File: src/hdl/trc_pkg.sv
`default_nettype none
package trc_pkg;
    localparam int CG_W = 10;
    localparam logic [9:0] CG_RST = 10'h000;

    typedef logic [CG_W-1:0] trc_cg_t;

    // Pair of code-groups, even-edge word first in time
    typedef struct packed {
        trc_cg_t first;
        trc_cg_t second;
    } trc_pair_s;

    typedef enum logic {
        TRC_MODE_TWO_CLOCK,
        TRC_MODE_ONE_CLOCK
    } trc_mode_e;
endpackage
`default_nettype wire

File: src/hdl/trc_capture.sv
`timescale 1ns/1ps
`default_nettype none
// Receive clocks are sampled by mclk; edges are found after two-flop sync.
module trc_capture (
    input  wire logic            mclk,
    input  wire logic            rst_b,
    input  wire logic            single_clock_mode,
    input  wire logic            recv_clock_even,
    input  wire logic            recv_clock_odd,
    input  wire logic [9:0]      code_group_even_pad,
    input  wire logic [9:0]      code_group_odd_pad,
    output logic                 pair_valid,
    output trc_pkg::trc_pair_s   pair_data
);
    // Sync stages: clocks and data pads alike
    logic [1:0]  ev_s_q;
    logic [1:0]  od_s_q;
    logic        ev_prev_q;
    logic        od_prev_q;
    trc_pkg::trc_cg_t de_s1_q;
    trc_pkg::trc_cg_t de_s2_q;
    trc_pkg::trc_cg_t dd_s1_q;
    trc_pkg::trc_cg_t dd_s2_q;

    always_ff @(posedge mclk or negedge rst_b) begin
        if (!rst_b) begin
            ev_s_q  <= 2'h0;
            od_s_q  <= 2'h0;
            de_s1_q <= trc_pkg::CG_RST;
            de_s2_q <= trc_pkg::CG_RST;
            dd_s1_q <= trc_pkg::CG_RST;
            dd_s2_q <= trc_pkg::CG_RST;
        end else begin
            ev_s_q  <= {ev_s_q[0], recv_clock_even};
            od_s_q  <= {od_s_q[0], recv_clock_odd};
            de_s1_q <= code_group_even_pad;
            de_s2_q <= de_s1_q;
            dd_s1_q <= code_group_odd_pad;
            dd_s2_q <= dd_s1_q;
        end
    end

    always_ff @(posedge mclk or negedge rst_b) begin
        if (!rst_b) begin
            ev_prev_q <= 1'b0;
            od_prev_q <= 1'b0;
        end else begin
            ev_prev_q <= ev_s_q[1];
            od_prev_q <= od_s_q[1];
        end
    end

    // Rising-edge test shared by both synchronised receive clocks
    function automatic logic edge_rise(input logic cur, input logic prev);
        edge_rise = cur & ~prev;
    endfunction

    logic ev_rise;
    logic ev_fall;
    logic od_rise;
    logic alt_rise;
    trc_pkg::trc_cg_t alt_data;
    assign ev_rise = edge_rise(ev_s_q[1], ev_prev_q);
    assign ev_fall = ~ev_s_q[1] & ev_prev_q;
    assign od_rise = edge_rise(od_s_q[1], od_prev_q);
    // Odd clock ignored in single mode; even falling edge replaces it
    assign alt_rise = single_clock_mode ? ev_fall : od_rise;
    assign alt_data = single_clock_mode ? de_s2_q : dd_s2_q;

    // Capture registers, one per edge; each bit has its own pad per clock
    trc_pkg::trc_cg_t cap_ev_q;
    trc_pkg::trc_cg_t cap_alt_q;
    logic             have_ev_q;

    always_ff @(posedge mclk or negedge rst_b) begin
        if (!rst_b) begin
            cap_ev_q  <= trc_pkg::CG_RST;
            have_ev_q <= 1'b0;
        end else if (ev_rise) begin
            cap_ev_q  <= de_s2_q;
            have_ev_q <= 1'b1;
        end else if (alt_rise) begin
            have_ev_q <= 1'b0;
        end
    end

    always_ff @(posedge mclk or negedge rst_b) begin
        if (!rst_b) begin
            cap_alt_q <= trc_pkg::CG_RST;
        end else if (alt_rise && have_ev_q) begin
            cap_alt_q <= alt_data;
        end
    end

    // Pair is complete once the alternate word follows an even word
    logic pair_done_q;
    always_ff @(posedge mclk or negedge rst_b) begin
        if (!rst_b) begin
            pair_done_q <= 1'b0;
        end else begin
            pair_done_q <= alt_rise & have_ev_q;
        end
    end

    // Second stage; single mode presents both words on the next even rise
    logic pend_q;
    logic launch;
    assign launch = single_clock_mode ? (ev_rise & pend_q) : pair_done_q;

    always_ff @(posedge mclk or negedge rst_b) begin
        if (!rst_b) begin
            pend_q <= 1'b0;
        end else if (pair_done_q) begin
            pend_q <= 1'b1;
        end else if (launch) begin
            pend_q <= 1'b0;
        end
    end

    // Single mode: the next even rise reloads cap_ev_q, so keep a copy
    // of the finished pair until it is launched.
    trc_pkg::trc_pair_s held_q;
    always_ff @(posedge mclk or negedge rst_b) begin
        if (!rst_b) begin
            held_q <= '0;
        end else if (pair_done_q) begin
            held_q.first  <= cap_ev_q;
            held_q.second <= cap_alt_q;
        end
    end

    always_ff @(posedge mclk or negedge rst_b) begin
        if (!rst_b) begin
            pair_data  <= '0;
            pair_valid <= 1'b0;
        end else begin
            pair_valid <= launch;
            if (launch) begin
                pair_data <= single_clock_mode ? held_q
                    : trc_pkg::trc_pair_s'{first: cap_ev_q, second: cap_alt_q};
            end
        end
    end
endmodule
`default_nettype wire

File: config.mk
export PLATFORM = sky130hd
export DESIGN_NAME = trc_capture
export DESIGN_NICKNAME = d
export VERILOG_FILES = /design/src/hdl/trc_pkg.sv /design/src/hdl/trc_capture.sv
export SDC_FILE = /design/constraint.sdc
export NUM_CORES = 1
export LEC_CHECK = 0
export BUFFER_PORTS_ARGS = -buffer_cell sky130_fd_sc_hd__buf_2
export CORE_MARGIN = 2
export CORE_UTILIZATION = 30
export DETAILED_ROUTE_END_ITERATION = 10
export PLACE_DENSITY_LB_ADDON = 0.3
export RECOVER_POWER = 25
export SETUP_SLACK_MARGIN = 0.3
export SLEW_MARGIN = 20
export SYNTH_ARGS = -nofsm -noshare
export SYNTH_HDL_FRONTEND = slang
export SYNTH_SLANG_ARGS = --single-unit
File: constraint.sdc
create_clock -name mclk -period 1.35 [get_ports mclk]
set_input_delay 0.0675 -clock mclk [delete_from_list [all_inputs] [get_ports mclk]]
set_output_delay 0.0675 -clock mclk [all_outputs]
set_load 0.01 [all_outputs]
==> run summary, run 1 <==
die width = 119 microns
Seq/Total Area, Yosys = 69.4%
RSZ-0062 raised after global routing = yes
post-layout util = 40.8%
Worst Skew = 0.00442 ns
starting DRC count in detailed routing = 80
# IOs = 46
clk slew on worst S/H paths = 0.07 ns
Mean Syn Cell Area = 17.8 sq um
Tcrit/Tclk final = 104%
Worst Max-Slew Pin Slew = 0.978 ns
Slew Viols, Final = 0
Syn Inst Count = 223
Worst path top cell family by delay = flip-flops
setup slack after layout = -0.0573 ns
multi-input logic area = 1360 sq um
Final Critical Period = 1.41 ns
cell taking the most area after synthesis = dfrtp_1
Fillers = 1198
antenna cells = 0
relative slew slack = 34.8%
Ys Warns = 0
CP max-delay cell = dfrtp_1
Post-synth EDFFs = 0
HPWL after DPL = 3870 microns
VDD IR max = 0.635 mV
Final GP Congestion = 0.639
H-tree levels = 3
CTS tree = done
vias per std cell = 4.12
Vias = 2007
die area = 14200 sq um
arrival time at the worst endpoint = 1.64 ns
# port buffers = 45
first-pass GRT wire length = 11800 microns
Critical Path Fanout Max = 8
maxcap violations = 0
final hold vios = 0
Routed WL = 7080 microns
Fmax = 711 MHz
Die H = 119 microns
GRT Overall Usage = 11.2%
Worst-Skew Late Latency = 0.35 ns
Yosys top cell area share = 69.4%
CP Launch Type = flop
top-count cell post-synth = dfrtp_1
largest net degree at the start of global routing = 111
synth cell count leaders = 110 x dfrtp_1, 81 x mux2_2, 9 x mux2_4, 6 x buf_2, 3 x inv_1
Root Driver = clkbuf_16
initial antenna violation count = 0
top post-synthesis cells by area = dfrtp_1 69%, mux2_2 23%, mux2_4 3.4%
Data required, critical path = 1.58 ns
Hold WS = 0.136 ns
Crit path largest cell delay = 0.36 ns
Crit. End Element = flop
area growth from synthesis to final layout = 34.4%
post-synthesis register bit count = 110
critical path class = reg2reg
placed cell area = 4560 sq um
clock sinks = 110
Core ar. = 13100 sq um
Power Density = 1810 nW/um^2
TritonCTS buffer count = 9
failing checks = negative setup slack
HP Class = in2reg
Storage cell area = 2750 sq um
mapped cell area = 3970 sq um
residual DRC count = 0
status = finished with violations
top_reg_cell synth = dfrtp_1
Yosys cell types = 15
layout cells sized above 1 = 54.7%
initial cell density of the core = 30.3%
syn_nets = 248
clk buf depth = 2
TritonRoute pass-1 iters = 3
final setup fails = 24
final instance area = 5330 sq um
GRT overflow = 0
Cell Rows = 42
number of global-route vias before repair = 2185
layout net count = 331
worst-path cell chain = inv_2 > o41ai_4 > buf_6 > mux2_4
Leak = 2.51 nW
Async SR Flop Fraction = 100%
CP bufs+invs = 2
remaining antenna violation count = 0
wire per inst = 14.5 microns
-- cells by family after synthesis --
family                 share of synthesized area [%]
flip-flops                                      69.4
multiplexers                                    26.4
buffers and inverters                           1.99
AO/OA/AOI/OAI                                   1.48
AND/OR/NAND/NOR                                0.788
-- per-layer routing --
| metal | GRT usage, % | vias up | share of wire [%] |
|---|---|---|---|
| met1 | 15.1 | 1021 | 50 |
| met3 | 3.16 | 10 | 3.8 |
| met4 | 6.47 | 0 | 2.6 |
| li1 | - | 943 | - |
| met2 | 16.0 | 33 | 44 |
| met5 | 0 | - | 0 |
-- flip-flops by register name, summed over array words and instances, names as in the netlist --
name and flops:
od_s_q 2, dd_s2_q 10, de_s1_q 10, de_s2_q 10
cap_ev_q 10, held_q 20, have_ev_q 1, od_prev_q 1
pend_q 1, ev_s_q 2, ev_prev_q 1, cap_alt_q 10
pair_valid 1, dd_s1_q 10, pair_done_q 1, pair_data 20
-- timing repair --
item / in CTS / in global routing
cloned: 1 / 1
hold buffers: 23 / 0
endpoints found under the hold margin: 132 / 0
endpoints found under the setup margin: 64 / 64
gates resized for setup: 28 / 8
buffers inserted: 3 / 2
pin swaps: 1 / 0
-- placed cells by master (no fill, tap or decap) --
cell type and count:
bufinv_16 2, buf_16 1, o41ai_4 1, nor2b_4 2, inv_1 1, clkbuf_1 1
o32a_1 1, clkbuf_4 1, nand4b_1 1, dlygate4sd3_1 23, clkbuf_8 3, buf_12 3
clkinv_2 1, a21o_1 2, buf_4 4, mux2_2 30, buf_2 44, dfrtp_1 110
mux2_4 60, inv_2 2, a31oi_4 1, clkbuf_16 10, buf_6 5, nand2_1 2
-- cell type report --
class	count	area share [%]
sequential	110	51.6
multi-input combinational	100	25.4
timing repair buffer	82	12.3
clock buffer	13	5.07
tap	176	4.13
clock inverter	3	1.22
inverter	3	0.211
-- metrics by stage --
stage               std cells  setup slack (ns)  total power [mW]  TNS [ns]
finish                    487           -0.0573              9.67    -0.864
detailed placement        441            -0.616              6.54    -11.21
floorplan                 223          -0.00324              5.86   -0.0291
global route              487            -0.146              10.2     -5.74
CTS                       484           -0.0567              9.79     -1.20
global placement          441            -0.564              6.48    -10.10
-- final timing paths --
check / startpoint / to / slack, ns / depth (start not counted)
min in group asynchronous: rst_b / dd_s2_q[1] / 0.54 / 3
worst min register to register: de_s1_q[6] / de_s2_q[6] / 0.35 / 0
worst max register to register: have_ev_q / cap_alt_q[3] / -0.06 / 4
worst min-delay path: single_clock_mode / pair_done_q / 0.14 / 3
max in group asynchronous: rst_b / de_s2_q[5] / 0.18 / 3
worst max-delay path: have_ev_q / cap_alt_q[3] / -0.06 / 4
-- tightest hold or removal path, stage by stage --
cell	delay [ns]
buf_2	0.13
o41ai_4	0.09
buf_6	0.15
-- power by group --
group / switching (mW) / total, mW / internal (mW) / leakage (nW)
clock: 1.14 / 2.91 / 1.78 / 0.166
combinational: 0.727 / 2.22 / 1.50 / 1.04
sequential: 0.449 / 4.53 / 4.08 / 1.30
Note: power is estimated with default switching activity, not from simulation.
==> run 2, diff against run 1 <==
--- a/config.mk
+++ b/config.mk
@@ -7,7 +7,7 @@
 export LEC_CHECK = 0
 export BUFFER_PORTS_ARGS = -buffer_cell sky130_fd_sc_hd__buf_2
 export CORE_MARGIN = 2
-export CORE_UTILIZATION = 30
+export CORE_UTILIZATION = 51
 export DETAILED_ROUTE_END_ITERATION = 10
 export PLACE_DENSITY_LB_ADDON = 0.3
 export RECOVER_POWER = 25
==> run 2 against run 1 <==
Effect of this change: the flow still finishes with violations (negative setup slack); largest power group unchanged; sequential cell count is the same; fmax down 2.7%; hold slack got worse by 0.021 ns; critical path depth is the same; cell count shrank 14%; core utilization is 27 points higher; clock power fell by 34%; sequential power is essentially flat; clock-buffer cell count unchanged; power fell by 10%; clock skew up 0.0011 ns.
==> run summary, run 2 (synthesized netlist as in run 1, its figures left out) <==
# port buffers = 45
Critical Path Fanout Max = 4
starting DRC count in detailed routing = 68
wire per inst = 15.9 microns
critical path class = reg2reg
clk buf depth = 2
remaining antenna violation count = 0
H-tree levels = 3
# IOs = 46
Fillers = 524
Tcrit/Tclk final = 107%
final instance area = 5180 sq um
GRT overflow = 0
Root Driver = clkbuf_8
vias per std cell = 4.94
first-pass GRT wire length = 11400 microns
Data required, critical path = 1.59 ns
relative slew slack = 37.0%
area growth from synthesis to final layout = 30.5%
CP max-delay cell = dfrtp_1
Top Registers = held_q x20, pair_data x20
CP Launch Type = flop
Worst-Skew Late Latency = 0.35 ns
Final Critical Period = 1.45 ns
layout net count = 339
arrival time at the worst endpoint = 1.69 ns
TritonCTS buffer count = 9
initial cell density of the core = 51.9%
GRT Overall Usage = 17.5%
Worst Skew = 0.00548 ns
antenna cells = 0
Worst Max-Slew Pin Slew = 0.945 ns
TritonRoute pass-1 iters = 4
initial antenna violation count = 0
die area = 8500 sq um
most frequent cells in the layout = 110 x dfrtp_1, 60 x mux2_4, 44 x buf_2
Vias = 2081
Crit path largest cell delay = 0.38 ns
Final GP Congestion = 0.703
Routed WL = 6670 microns
CP bufs+invs = 2
final setup fails = 30
clock sinks = 110
maxcap violations = 0
Core ar. = 7650 sq um
RSZ-0062 raised after global routing = yes
final hold vios = 0
die width = 92.2 microns
HPWL after DPL = 3930 microns
number of global-route vias before repair = 2285
Total Neg Setup Slack = -1.63 ns
Crit. End Element = flop
failing checks = negative setup slack
HP Class = in2reg
Power Density = 1680 nW/um^2
residual DRC count = 0
Cell Rows = 32
Worst path top cell family by delay = flip-flops
setup slack after layout = -0.0965 ns
CTS tree = done
Leak = 2.48 nW
Slew Viols, Final = 0
most common cell after layout, fill and taps aside = dfrtp_1
Fmax = 691 MHz
Die H = 92.2 microns
largest net degree at the start of global routing = 111
worst-path cell chain = inv_2 > o41ai_4 > buf_4 > mux2_4
layout cells sized above 1 = 55.8%
VDD IR max = 0.721 mV
status = finished with violations
clk slew on worst S/H paths = 0.09 ns
placed cell area = 4500 sq um
-- run 2: path summary, 6_finish.rpt --
check	startpoint	to	slack, ns	cells after the start
setup / recovery	od_s_q[1]	cap_alt_q[7]	-0.1	4
hold / removal	single_clock_mode	pend_q	0.12	3
setup reg to reg	od_s_q[1]	cap_alt_q[7]	-0.1	4
hold reg to reg	dd_s1_q[2]	dd_s2_q[2]	0.35	0
max in group asynchronous	rst_b	od_s_q[1]	0.23	3
min in group asynchronous	rst_b	pair_data[1]	0.47	3
-- run 2: through the flow --
step | instances | hold slack (ns) | setup WS (ns) | utilization (%) | total power [mW]
after floorplan | 223 | -0.228 | -0.00324 | - | 5.86
after global placement | 373 | 0.175 | -0.0294 | 58.8 | 6.45
after detailed placement | 373 | 0.177 | -0.105 | 58.8 | 6.53
after CTS | 419 | 0.103 | -0.0706 | 67.6 | 8.79
after global routing | 421 | 0.102 | -0.143 | 67.7 | 9.17
final | 421 | 0.115 | -0.0965 | 67.7 | 8.70
-- run 2: worst reg2reg max path, cell delays in order, from the launching register on --
cell,delay [ns]
dfrtp_1,0.38
inv_2,0.06
o41ai_4,0.37
buf_4,0.23
mux2_4,0.31
-- run 2: where the power goes --
| group | total, mW | internal [mW] | leakage (nW) | switching, mW |
|---|---|---|---|---|
| Sequential | 4.53 | 4.08 | 1.30 | 0.455 |
| Combinational | 2.26 | 1.52 | 1.08 | 0.739 |
| Clock | 1.91 | 0.913 | 0.0976 | 0.993 |
| Total | 8.70 | 6.52 | 2.48 | 2.19 |
-- run 2: per-layer routing --
metal  GRT usage, %  part of all wire, %  vias to the layer above
met4           6.72                  1.7                        0
met5              0                    0                        -
met1           23.1                   47                     1078
met2           28.6                   49                       34
li1               -                    -                      957
met3           3.78                  2.4                       12
-- run 2: area by class of cell --
type	count	area (sq um)	area share (%)
clock inverter	3	43.8	0.845
inverter	3	11.3	0.217
timing repair buffer	90	737	14.2
clock buffer	13	149	2.87
multi-input combinational	100	1360	26.2
sequential	110	2750	53.1
tap	102	128	2.46
-- run 2: what timing repair did --
item                       4_1_cts  5_1_grt
pin swaps                        1        1
hold buffers                    23        0
setup endpoints to repair       63       64
cloned                           2        0
setup buffers                    5        2
gates resized for setup         45        2
hold endpoints to repair       132        0
==> run 3, diff against run 2 <==
--- a/config.mk
+++ b/config.mk
@@ -11,7 +11,7 @@
 export DETAILED_ROUTE_END_ITERATION = 10
 export PLACE_DENSITY_LB_ADDON = 0.3
 export RECOVER_POWER = 25
-export SETUP_SLACK_MARGIN = 0.3
+export SETUP_SLACK_MARGIN = 0.2
 export SLEW_MARGIN = 20
 export SYNTH_ARGS = -nofsm -noshare
 export SYNTH_HDL_FRONTEND = slang
==> run 3 against run 2 <==
Effect of this change: the flow still finishes with violations (negative setup slack); wire length rose by 0.52%; clock power grew 16%; combinational power decreased by 9%; die area unchanged; hold slack lost 0.022 ns; cell count is 1.4% lower; register-to-register slack barely moved; cell area fell by 2.4%; critical path depth unchanged; critical path type unchanged; critical endpoint unchanged; largest power group unchanged; highest routed layer unchanged.
==> run summary, run 3 (synthesized netlist as in run 1, its figures left out) <==
status = finished with violations
failing checks = negative setup slack
Vias = 2053
arrival time at the worst endpoint = 1.68 ns
clk slew on worst S/H paths = 0.10 ns
wire per inst = 16.2 microns
sequential power share = 51.5%
Leak = 2.39 nW
antenna cells = 0
most frequent cells in the layout = 110 x dfrtp_1, 52 x mux2_2, 44 x buf_2
layout net count = 333
largest net degree at the start of global routing = 37
Final GP Congestion = 0.686
Clk pwr share = 25.1%
Critical Path Fanout Max = 6
Fmax = 697 MHz
first-pass GRT wire length = 11300 microns
Die H = 92.2 microns
vias per std cell = 4.95
DP Cell Count = 371
Final Non-Filler Cells = 415
Slew Viols, Final = 0
setup slack after layout = -0.0852 ns
switching share of power = 25.9%
Logic pwr share = 23.4%
worst reg2reg path startpoint = have_ev_q
GRT overflow = 0
Final Critical Period = 1.44 ns
WHS Path Cells = 3
clk buf depth = 2
Fillers = 547
initial cell density of the core = 51.9%
relative slew slack = 56.6%
placed cell area = 4500 sq um
CP Launch Type = flop
number of global-route vias before repair = 2252
initial antenna violation count = 0
Routed WL = 6710 microns
Worst Hold Path EP = pair_done_q
HPWL after DPL = 4090 microns
reg2reg path depth = 4
TritonCTS buffer count = 9
Power Density = 1740 nW/um^2
net switching power figure = 2.28 mW
die width = 92.2 microns
final instance area = 5050 sq um
area growth from synthesis to final layout = 27.4%
R2R Path End = cap_alt_q[7]
critical path class = reg2reg
final hold vios = 0
residual DRC count = 0
Top Registers = held_q x20, pair_data x20
HP Class = in2reg
clock sinks = 110
TritonRoute pass-1 iters = 4
Worst-Skew Late Latency = 0.37 ns
Crit. End Element = flop
H-tree levels = 3
VDD IR max = 0.726 mV
final setup fails = 30
RSZ-0062 raised after global routing = yes
Tcrit/Tclk final = 106%
Worst Max-Slew Pin Slew = 0.651 ns
# IOs = 46
internal reg-to-reg setup slack = -0.09 ns
starting DRC count in detailed routing = 87
die area = 8500 sq um
Worst Skew = 0.0132 ns
# port buffers = 45
Hold Crit Start = single_clock_mode
maxcap violations = 0
GRT Overall Usage = 17.8%
most common cell after layout, fill and taps aside = dfrtp_1
Cell Rows = 32
Root Driver = clkbuf_8
Data required, critical path = 1.60 ns
remaining antenna violation count = 0
Pint = 6.51 mW
layout cells sized above 1 = 55.3%
CTS tree = done
Core ar. = 7650 sq um
-- run 3: power groups by stage --
| stage | Sequential [mW] | Combinational, mW | Clock, mW |
|---|---|---|---|
| after floorplan | 4.61 | 1.24 | 0 |
| after global placement | 4.53 | 1.92 | 0 |
| after detailed placement | 4.58 | 1.98 | 0 |
| after CTS | 4.53 | 2.08 | 2.25 |
| after global routing | 4.63 | 2.22 | 2.39 |
| final | 4.53 | 2.06 | 2.21 |
-- run 3: worst max-delay path, cell delays in order (launching register included) --
cell     delay (ns)
dfrtp_1        0.38
inv_2          0.05
o41ai_4        0.39
buf_6          0.20
mux2_4         0.30
-- run 3: worst max-delay path by stage --
stage / from / endpoint / cells past startpoint
after detailed placement: od_s_q[1] / cap_alt_q[9] / 3
after floorplan: od_s_q[1] / cap_alt_q[0] / 4
after CTS: ev_s_q[1] / pair_data[17] / 4
after global routing: ev_s_q[1] / pair_data[17] / 4
after global placement: od_s_q[1] / cap_alt_q[9] / 3
final: have_ev_q / cap_alt_q[7] / 4
-- run 3: per-layer routing --
layer,GRT usage [%],up-vias,share of wire (%)
li1,-,941,-
met1,22.7,1074,45
met2,29.6,26,51
met3,2.96,12,2.1
met4,8.58,0,2.1
met5,0,-,0
-- run 3: area by class of cell --
class                   instances  area [sq um]  area share (%)
clock buffers                  10           138            2.72
clock inverters                 6          91.3            1.81
inverters                       3          11.3           0.223
multi-input cells             100          1270            25.2
flip-flops and latches        110          2750            54.5
well taps                     102           128            2.52
repair buffers                 84           661            13.1
-- run 3: stage by stage --
step	setup TNS (ns)	total power [mW]	setup WS [ns]	util, %	hold WS [ns]
6_report	-1.63	8.79	-0.0852	66.1	0.0931
5_1_grt	-3.44	9.24	-0.142	66.1	0.0831
4_1_cts	-1.96	8.86	-0.0865	66.0	0.0768
3_5_place_dp	-9.68	6.56	-0.525	58.9	-0.0108
3_3_place_gp	-8.86	6.45	-0.497	58.9	-0.0117
2_1_floorplan	-0.0291	5.85	-0.00324	-	-0.228
-- run 3: timing repair --
action / in CTS / in global routing
setup buffers: 4 / 0
hold buffers: 23 / 0
endpoints found under the setup margin: 63 / 44
pin swaps: 1 / 1
gates cloned: 1 / 0
gates resized for setup: 7 / 5
hold endpoints to repair: 132 / 0
